**src/cdp_cfg.svh**
```systemverilog
`ifndef CDP_CFG_SVH
`define CDP_CFG_SVH
// ----------------------------------------
// timing
// ----------------------------------------
`define CDP_CLK_MHZ      25
// standard filter delay, us, window 100..220
`define CDP_TD_MIN_US    100
`define CDP_TD_MAX_US    220
// extended blind times, us (typ 2.5 ms and 5 ms)
`define CDP_TD_EXT1_US   2500
`define CDP_TD_EXT2_US   5000
// reverse comparator re-arm delay, us
`define CDP_RCP_ON_US    24
// cycle counts derived from rate
`define CDP_TD_CYC       (`CDP_TD_MIN_US * `CDP_CLK_MHZ)
`define CDP_TD_EXT1_CYC  (`CDP_TD_EXT1_US * `CDP_CLK_MHZ)
`define CDP_TD_EXT2_CYC  (`CDP_TD_EXT2_US * `CDP_CLK_MHZ)
`define CDP_RCP_ON_CYC   (`CDP_RCP_ON_US * `CDP_CLK_MHZ)
// ----------------------------------------
// register offsets
// ----------------------------------------
`define CDP_ADDR_CTRL    4'h0
`define CDP_ADDR_DIAG    4'h1
`define CDP_ADDR_CLR     4'h2
`define CDP_ADDR_IRQ_ST  4'h3
`define CDP_ADDR_IRQ_MSK 4'h4
`define CDP_ADDR_STATE   4'h5
// ----------------------------------------
// control field positions
// ----------------------------------------
`define CDP_CTRL_EXT     0
`define CDP_CTRL_LONG    1
`define CDP_CTRL_RCP     2
// ----------------------------------------
// reset values
// ----------------------------------------
`define CDP_CTRL_RST     3'h0
`define CDP_DIAG_RST     20'hfffff
`define CDP_MSK_RST      10'h000
`endif

```
**src/cdp_pkg.sv**
```systemverilog
package cdp_pkg;
  // two-bit per-channel diagnosis code
  typedef enum logic [1:0] {
    CDP_SHORT_GROUND_CODE  = 2'h0,
    CDP_OPEN_LOAD_CODE     = 2'h1,
    CDP_OVERLOAD_FAULT_CODE = 2'h2,
    CDP_NO_FAULT_CODE      = 2'h3
  } cdp_diag_e;
  // reverse comparator states
  typedef enum logic [1:0] {
    CDP_RC_IDLE,
    CDP_RC_DRIVE,
    CDP_RC_LOCK,
    CDP_RC_REARM
  } cdp_rc_e;
  // analog condition flags of one channel
  typedef struct packed {
    logic open_load;
    logic short_ground;
    logic overload;
    logic rev_cur;
    logic rev_over;
  } cdp_cond_s;
  // register bus request
  typedef struct packed {
    logic [3:0]  addr;
    logic [31:0] wdata;
    logic        wr;
    logic        rd;
  } cdp_bus_s;
endpackage

```
**src/cdp_ctrl.sv**
```systemverilog
// Chosen here: the placing of the registers and the address-and-strobe port.
`timescale 1ns/1ps
`default_nettype none
`include "cdp_cfg.svh"
module cdp_ctrl
  import cdp_pkg::*;
#(
  parameter int NCH      = 10,
  parameter int TD_EXT1  = `CDP_TD_EXT1_CYC,
  parameter int TD_EXT2  = `CDP_TD_EXT2_CYC
) (
  // clock and reset
  input  wire logic                clk,
  input  wire logic                srst,
  // channel pins
  input  wire logic [NCH-1:0]      channel_control_input,
  output logic      [NCH-1:0]      channel_power_output,
  // analog condition flags per channel
  input  wire cdp_cond_s [NCH-1:0] cond,
  // register port
  input  wire cdp_bus_s            bus,
  output logic      [31:0]         rdata,
  // interrupt
  output logic                     irq
);

  // ----------------------------------------
  // registers
  // ----------------------------------------
  logic [2:0]       ctrl_q;       // blind and comparator bits
  logic [2*NCH-1:0] diag_q;       // diagnosis codes
  logic [NCH-1:0]   ist_q;        // sticky event status
  logic [NCH-1:0]   imsk_q;       // interrupt mask
  logic [NCH-1:0]   latch_q;      // overload latch-off
  logic [NCH-1:0]   rc_on_q;      // comparator drive
  logic [NCH-1:0]   out_q;        // output stage
  logic [31:0]      rdata_q;      // read data
  logic             irq_q;        // interrupt level

  // ----------------------------------------
  // decode
  // ----------------------------------------
  // write strobe aimed at one word
  function automatic logic hit(input cdp_bus_s b, input logic [3:0] a);
    return b.wr && (b.addr == a);
  endfunction

  wire blind_time_extend_bit          = ctrl_q[`CDP_CTRL_EXT];
  wire blind_time_long_select_bit     = ctrl_q[`CDP_CTRL_LONG];
  wire reverse_comparator_enable_bit  = ctrl_q[`CDP_CTRL_RCP];
  wire wr_ctrl  = hit(bus, `CDP_ADDR_CTRL);
  wire wr_clr   = hit(bus, `CDP_ADDR_CLR);
  wire wr_ist   = hit(bus, `CDP_ADDR_IRQ_ST);
  wire wr_msk   = hit(bus, `CDP_ADDR_IRQ_MSK);
  // a clear write counts as the diagnosis register write cycle
  wire diag_busy = wr_clr;
  // mask as it stands after this edge, so irq follows a mask write
  wire [NCH-1:0] msk_d = wr_msk ? bus.wdata[NCH-1:0] : imsk_q;

  logic [NCH-1:0] commit;   // new code this cycle
  logic [1:0]     code [NCH];

  // ----------------------------------------
  // per-channel filter, latch and comparator
  // ----------------------------------------
  // one slice per channel
  genvar g;
  generate
    for (g = 0; g < NCH; g++) begin : g_ch
      localparam bit EXT_CH = (g >= 6);  // channels 7 to 10
      logic [17:0] cnt_q;                // filter timer
      logic        run_q;                // filter running
      logic        pend_q;               // held event
      logic [1:0]  pcode_q;              // held code
      logic [9:0]  rc_cnt_q;             // re-arm timer
      cdp_rc_e     rc_q;
      logic [17:0] lim;
      wire         ol   = cond[g].open_load;
      wire         sg   = cond[g].short_ground;
      wire         fcnd = ol | sg;
      wire         fexp;
      wire [1:0]   fcode;
      wire         ev;
      wire [1:0]   ecode;

      // delay select; bit one ignored unless bit zero set
      assign lim = (EXT_CH && blind_time_extend_bit) ?
                   (blind_time_long_select_bit ? 18'(TD_EXT2)
                                               : 18'(TD_EXT1))
                   : 18'(`CDP_TD_CYC);
      // latest condition at expiry stored
      assign fexp  = run_q && fcnd && (cnt_q >= lim - 18'h1);
      assign fcode = sg ? CDP_SHORT_GROUND_CODE
                        : CDP_OPEN_LOAD_CODE;
      assign ev    = cond[g].overload | fexp | pend_q;
      assign ecode = cond[g].overload ? CDP_OVERLOAD_FAULT_CODE
                     : (fexp ? fcode : pcode_q);
      // commit unless a clear write is in progress
      assign commit[g] = ev && !diag_busy;
      assign code[g]   = ecode;

      // filter timer, not restarted on ol/sg swap
      always_ff @(posedge clk) begin
        if (srst || !fcnd || fexp) begin
          cnt_q <= 18'h0;
          run_q <= 1'b0;
        end else begin
          cnt_q <= cnt_q + 18'h1;
          run_q <= 1'b1;
        end
      end

      // hold events arriving during diag write
      always_ff @(posedge clk) begin
        if (srst) begin
          pend_q  <= 1'b0;
          pcode_q <= 2'h3;
        end else if (ev && diag_busy) begin
          pend_q  <= 1'b1;
          pcode_q <= ecode;
        end else if (!diag_busy) begin
          pend_q  <= 1'b0;
        end
      end

      // reverse comparator sequencing
      always_ff @(posedge clk) begin
        if (srst || !reverse_comparator_enable_bit) begin
          rc_q     <= CDP_RC_IDLE;
          rc_cnt_q <= 10'h0;
        end else begin
          case (rc_q)
            CDP_RC_IDLE: begin
              // already beyond the limit: never drive
              if (cond[g].rev_over) rc_q <= CDP_RC_LOCK;
              else if (cond[g].rev_cur) rc_q <= CDP_RC_DRIVE;
            end
            CDP_RC_DRIVE:
              if (cond[g].rev_over) rc_q <= CDP_RC_LOCK;
              else if (!cond[g].rev_cur) rc_q <= CDP_RC_IDLE;
            CDP_RC_LOCK: begin
              rc_cnt_q <= 10'h0;
              if (!cond[g].rev_cur) rc_q <= CDP_RC_REARM;
            end
            CDP_RC_REARM: begin
              if (cond[g].rev_cur) begin
                rc_q <= CDP_RC_LOCK;
              end else if (rc_cnt_q == 10'(`CDP_RCP_ON_CYC - 1)) begin
                rc_q <= CDP_RC_IDLE;
              end
              rc_cnt_q <= rc_cnt_q + 10'h1;
            end
            default: rc_q <= CDP_RC_IDLE;
          endcase
        end
      end
      assign rc_on_q[g] = (rc_q == CDP_RC_DRIVE);
    end
  endgenerate

  // ----------------------------------------
  // diagnosis register and latch
  // ----------------------------------------
  always_ff @(posedge clk) begin
    for (int i = 0; i < NCH; i++) begin
      if (srst) begin
        diag_q[2*i +: 2] <= 2'h3;
        latch_q[i]       <= 1'b0;
      end else if (commit[i]) begin
        diag_q[2*i +: 2] <= code[i];
        latch_q[i] <= (code[i] == CDP_OVERLOAD_FAULT_CODE);
      end else if (wr_clr && bus.wdata[i]) begin
        diag_q[2*i +: 2] <= CDP_NO_FAULT_CODE;
        latch_q[i]       <= 1'b0;
      end
    end
  end

  // ----------------------------------------
  // outputs, input n drives output n
  // ----------------------------------------
  // latch masks the input, comparator drive overrides
  always_ff @(posedge clk) begin
    if (srst) out_q <= '0;
    else out_q <= (channel_control_input & ~latch_q)
                  | rc_on_q;
  end
  assign channel_power_output = out_q;

  // ----------------------------------------
  // control, interrupt registers; set wins
  // ----------------------------------------
  always_ff @(posedge clk) begin
    if (srst) begin
      ctrl_q <= `CDP_CTRL_RST;
      imsk_q <= `CDP_MSK_RST;
      ist_q  <= '0;
      irq_q  <= 1'b0;
    end else begin
      if (wr_ctrl) ctrl_q <= bus.wdata[2:0];
      if (wr_msk)  imsk_q <= bus.wdata[NCH-1:0];
      ist_q <= (ist_q & ~(wr_ist ? bus.wdata[NCH-1:0] : '0)) | commit;
      irq_q <= |(((ist_q & ~(wr_ist ? bus.wdata[NCH-1:0] : '0))
                 | commit) & msk_d);
    end
  end
  assign irq = irq_q;

  // ----------------------------------------
  // read port
  // ----------------------------------------
  // unmapped words read as zero
  always_ff @(posedge clk) begin
    if (srst || !bus.rd) rdata_q <= 32'h0;
    else case (bus.addr)
      `CDP_ADDR_CTRL:    rdata_q <= {29'h0, ctrl_q};
      `CDP_ADDR_DIAG:    rdata_q <= 32'(diag_q);
      `CDP_ADDR_IRQ_ST:  rdata_q <= 32'(ist_q);
      `CDP_ADDR_IRQ_MSK: rdata_q <= 32'(imsk_q);
      `CDP_ADDR_STATE:   rdata_q <= 32'({latch_q, out_q});
      default:           rdata_q <= 32'h0;
    endcase
  end
  assign rdata = rdata_q;
endmodule
`default_nettype wire

```
**config.mk**
```make
export PLATFORM = sky130hd
export DESIGN_NAME = cdp_ctrl
export DESIGN_NICKNAME = d
export VERILOG_FILES = /design/src/cdp_pkg.sv /design/src/cdp_ctrl.sv
export VERILOG_INCLUDE_DIRS = /design/src
export SDC_FILE = /design/constraint.sdc
export NUM_CORES = 1
export LEC_CHECK = 0
export ABC_AREA = 1
export BUFFER_PORTS_ARGS = -buffer_cell sky130_fd_sc_hd__buf_2
export CORE_ASPECT_RATIO = 0.8
export CORE_MARGIN = 2
export CORE_UTILIZATION = 60
export CTS_CLUSTER_DIAMETER = 150
export DETAILED_ROUTE_END_ITERATION = 8
export MAX_ROUTING_LAYER = met4
export PLACE_DENSITY = 0.79
export SLEW_MARGIN = 10
export SYNTH_ARGS = -nofsm -noshare
export SYNTH_HDL_FRONTEND = slang
export SYNTH_SLANG_ARGS = --single-unit
export TNS_END_PERCENT = 50
```
**constraint.sdc**
```tcl
create_clock -name clk -period 6.31 [get_ports clk]
set_clock_uncertainty 0.05 [all_clocks]
set_input_delay 0.3155 -clock clk [delete_from_list [all_inputs] [get_ports clk]]
set_output_delay 0.3155 -clock clk [all_outputs]
set_load 0.01 [all_outputs]
```
==> impl_metrics.tcl <==
set metrics [dict create \
    cts_buffers 42 \
    hp-class "in -> reg" \
    intPower_w 0.00437 \
    min_period_over_period_pct 58.1 \
    vias 18700 \
    p_leak_nw 9.67 \
    pwr_density_cell_mw_per_mm2 244 \
    fmax_ghz 0.273 \
    post-route-util_pct 68.5 \
    drt-pass1-iter-count 7 \
    critPathArrivalTime_ns 4.05 \
    netlist_instances 2805 \
    critPathMaxFanout 18 \
    cp-start-kind "register" \
    gp_congestion 0.911 \
    comb_power_share_pct 5.0 \
    r2r-start "ctrl_q[0]" \
    wl_per_cell_um 14.3 \
    yosysTopAreaCellShare_pct 41.2 \
    setup_ws_ns 2.64 \
    syn_area_mm2 0.0206 \
    clk_latency_ns 0.54 \
    dpl_worst_slack_ns 2.76 \
    ys_ff_latch 424 \
    final_hold_viol_count 0 \
    yosysSeqAreaShare_pct 41.2 \
    crit_path_start "ctrl_q[0]" \
    maxSlewViolCount 0 \
    max_cap_violations 0 \
    pin_count 143 \
    grt_pass1_vias 17400 \
    row_count 60 \
    slew_headroom_pct 42.7 \
    grt_usage_pct 27.9 \
    post-route-min-period_ns 3.67 \
    tritoncts "yes" \
    cts_sinks 424 \
    worstRegToRegCells 15 \
    power.share.switching_pct 22.4 \
    endpoint "g_ch[6].cnt_q[7]" \
    drtIter0Drc 1425 \
    dieArea_mm2 0.0358 \
    worstMarginPinSlew_ns 0.857 \
    final_antenna_net_count 0 \
    via_per_inst 5.49 \
    final_nets 3118 \
    synth_area_leaders "dfxtp_1, nand2_1, nor2_1" \
    dieHeight_um 170 \
    finalWirelength_um 48800 \
    fin_setup_tns_ns 0 \
    port_buffers 108 \
    rsz0062_at_grt "no" \
    status "finished, final reports clean" \
    cts_resized 0 \
    cp.required_ns 6.69 \
    h-tree-depth 2 \
    reg2reg_slack_ns 2.64 \
    avgSynthCellArea_um2 7.34 \
    grt_pass1_wl_um 80700 \
    clockBufferDepth 3 \
    grt-ovfl-total 0 \
    core_mm2 0.0337 \
    reg2reg_to "g_ch[6].cnt_q[7]" \
    synth_top_cell_by_area "dfxtp_1" \
    yosys_warnings 0 \
    post-dp-hpwl_um 35100 \
    switchingPower_w 0.00126 \
    synth_cell_types 55 \
    final-setup-viol-count 0 \
    die_x_um 211 \
    seqPwrFrac_pct 48.8 \
    drc_errors 0 \
    cts.reportedPaths.clkPinSlew_ns 0.07 \
    antenna_found_initial 10 \
    syn_to_final_growth_pct 12.1 \
    vdd_drop_max_uv 190 \
    end_kind "register" \
    grt_max_degree 52 \
    clkPwrFrac_pct 46.2 \
    drive_gt1_share_pct 9.67 \
    crit_type "reg -> reg" \
    cts_root_buf "clkbuf_16" \
    start_util_pct 61.1 \
]
power by group through the flow:
stage / clock network, W / registers (W) / logic (W)
after CTS: 0.00264 / 0.00275 / 0.000276
after detailed placement: 0 / 0.00281 / 0.000268
after global routing: 0.00275 / 0.00275 / 0.000316
final: 0.00260 / 0.00275 / 0.000280
after floorplan: 0 / 0.00280 / 0.000179
after global placement: 0 / 0.00281 / 0.000259
worst max-delay path: stages (launching register included):
cell     delay [ns]
dfxtp_1        0.33
inv_1          0.30
nor2_1         0.57
inv_1          0.39
ha_1           0.41
nand2_1        0.07
nor2_1         0.14
nand2_1        0.07
nor2_1         0.09
nand2_1        0.05
nand3_1        0.08
nand2_1        0.15
nand2_1        0.52
inv_1          0.15
o21ai_0        0.11
a21oi_1        0.05
worst min path at each step:
| stage | from | endpoint | slack (ns) | cells after the start |
|---|---|---|---|---|
| detailed placement | g_ch[9].cnt_q[0] | g_ch[9].cnt_q[0] | 0.39 | 1 |
| global route | channel_control_input[7] | channel_power_output[7] | 0.02 | 3 |
| finish | channel_control_input[6] | channel_power_output[6] | 0.01 | 3 |
| CTS | channel_control_input[6] | channel_power_output[6] | 0.0002 | 3 |
| global placement | g_ch[2].cnt_q[0] | g_ch[2].cnt_q[0] | 0.38 | 1 |
| floorplan | srst | g_ch[7].run_q | 0.35 | 1 |
kinds of logic after synthesis:
logic type | synth area share, %
xor gates and xnor gates | 2.63
buffers and inverters | 8.46
AOI/OAI and AO/OA | 13.0
other | 0.0365
and+or+nand+nor | 29.8
DFF | 41.2
adders and majority gates | 4.86
final cells by class:
| cell class | instances | area, µm² |
|---|---|---|
| clock inverters | 11 | 158 |
| clock buffers | 64 | 1280 |
| multi-input cells | 1960 | 10500 |
| inverters | 386 | 1450 |
| well taps | 434 | 543 |
| fillers | 2783 | 10600 |
| flip-flops and latches | 424 | 8490 |
| repair buffers | 124 | 688 |
| diodes | 10 | 25.0 |
through the flow:
step	instance area [µm²]	hold slack [ns]	total power (W)	std cells
after global placement	21500	0.376	0.00307	3318
after detailed placement	21500	0.389	0.00308	3318
after CTS	23100	0.000230	0.00567	3403
final	23100	0.0144	0.00563	3413
after floorplan	20700	0.348	0.00298	2827
after global routing	23100	0.0179	0.00582	3413
synth_stat cells, drive strengths merged:
library cell	number
nand3	115
conb	2
o21ai	104
o221a	2
nand3b	6
o211a	1
xor2	48
dfxtp	424
a21oi	200
a211oi	28
ha	80
o21a	13
a31oi	10
nor2	397
a211o	2
o211ai	25
o22ai	13
nor3b	48
clkbuf	13
inv	385
o31ai	6
nor4	17
or2	19
nand2	589
xnor2	13
nand4	46
a221oi	39
buf	44
o21bai	2
nor3	95
a21o	4
and3	9
o41ai	4
clkinv	1
nor4b	1
registers in the layout, indices dropped and copies added (netlist names):
signal	count
irq	1
g_ch.pcode_q	20
rdata	20
g_ch.rc_q	20
ctrl_q	3
g_ch.run_q	10
g_ch.cnt_q	180
channel_power_output	10
ist_q	10
g_ch.rc_cnt_q	100
diag_q	20
g_ch.pend_q	10
latch_q	10
imsk_q	10
repair_timing:
| action | 4_1_cts | 5_1_grt |
|---|---|---|
| setup buffers | 0 | 0 |
| hold buffers | 10 | 0 |
| endpoints found under the hold margin | 10 | 0 |
| setup endpoints to repair | 0 | 0 |
cells in the final DEF (no fill, tap or decap), types with 8 or more instances in the layout:
cell	instances
xor2_1	48
buf_2	107
nor4_1	11
xnor2_1	12
nand4_1	46
or2_2	13
a31oi_1	10
clkbuf_8	8
nor3_4	8
nor3_2	12
o21ai_0	93
a211oi_1	28
conb_1	24
dfxtp_1	424
inv_1	359
o211ai_1	25
nand2_1	585
o21ai_1	11
clkbuf_16	45
clkbuf_1	11
diode_2	10
and3_1	9
o21a_1	13
nor3_1	75
nand3_1	107
inv_2	26
nor2_1	375
nor3b_1	44
a221oi_1	38
dlygate4sd3_1	10
nand3_2	8
a21oi_1	200
o22ai_1	13
ha_1	80
nor2_2	18
metal layers:
layer / share of wire (%) / wire length [µm] / vias to the layer above / track usage [%]
met5: 0 / 0 / - / -
met4: 3.7 / 1790 / 0 / 10.9
met3: 6.9 / 3370 / 106 / 4.98
met2: 44 / 21700 / 560 / 43.7
met1: 45 / 21900 / 8581 / 35.8
li1: - / - / 9500 / -
No activity file was read; power rests on OpenSTA's default activity.
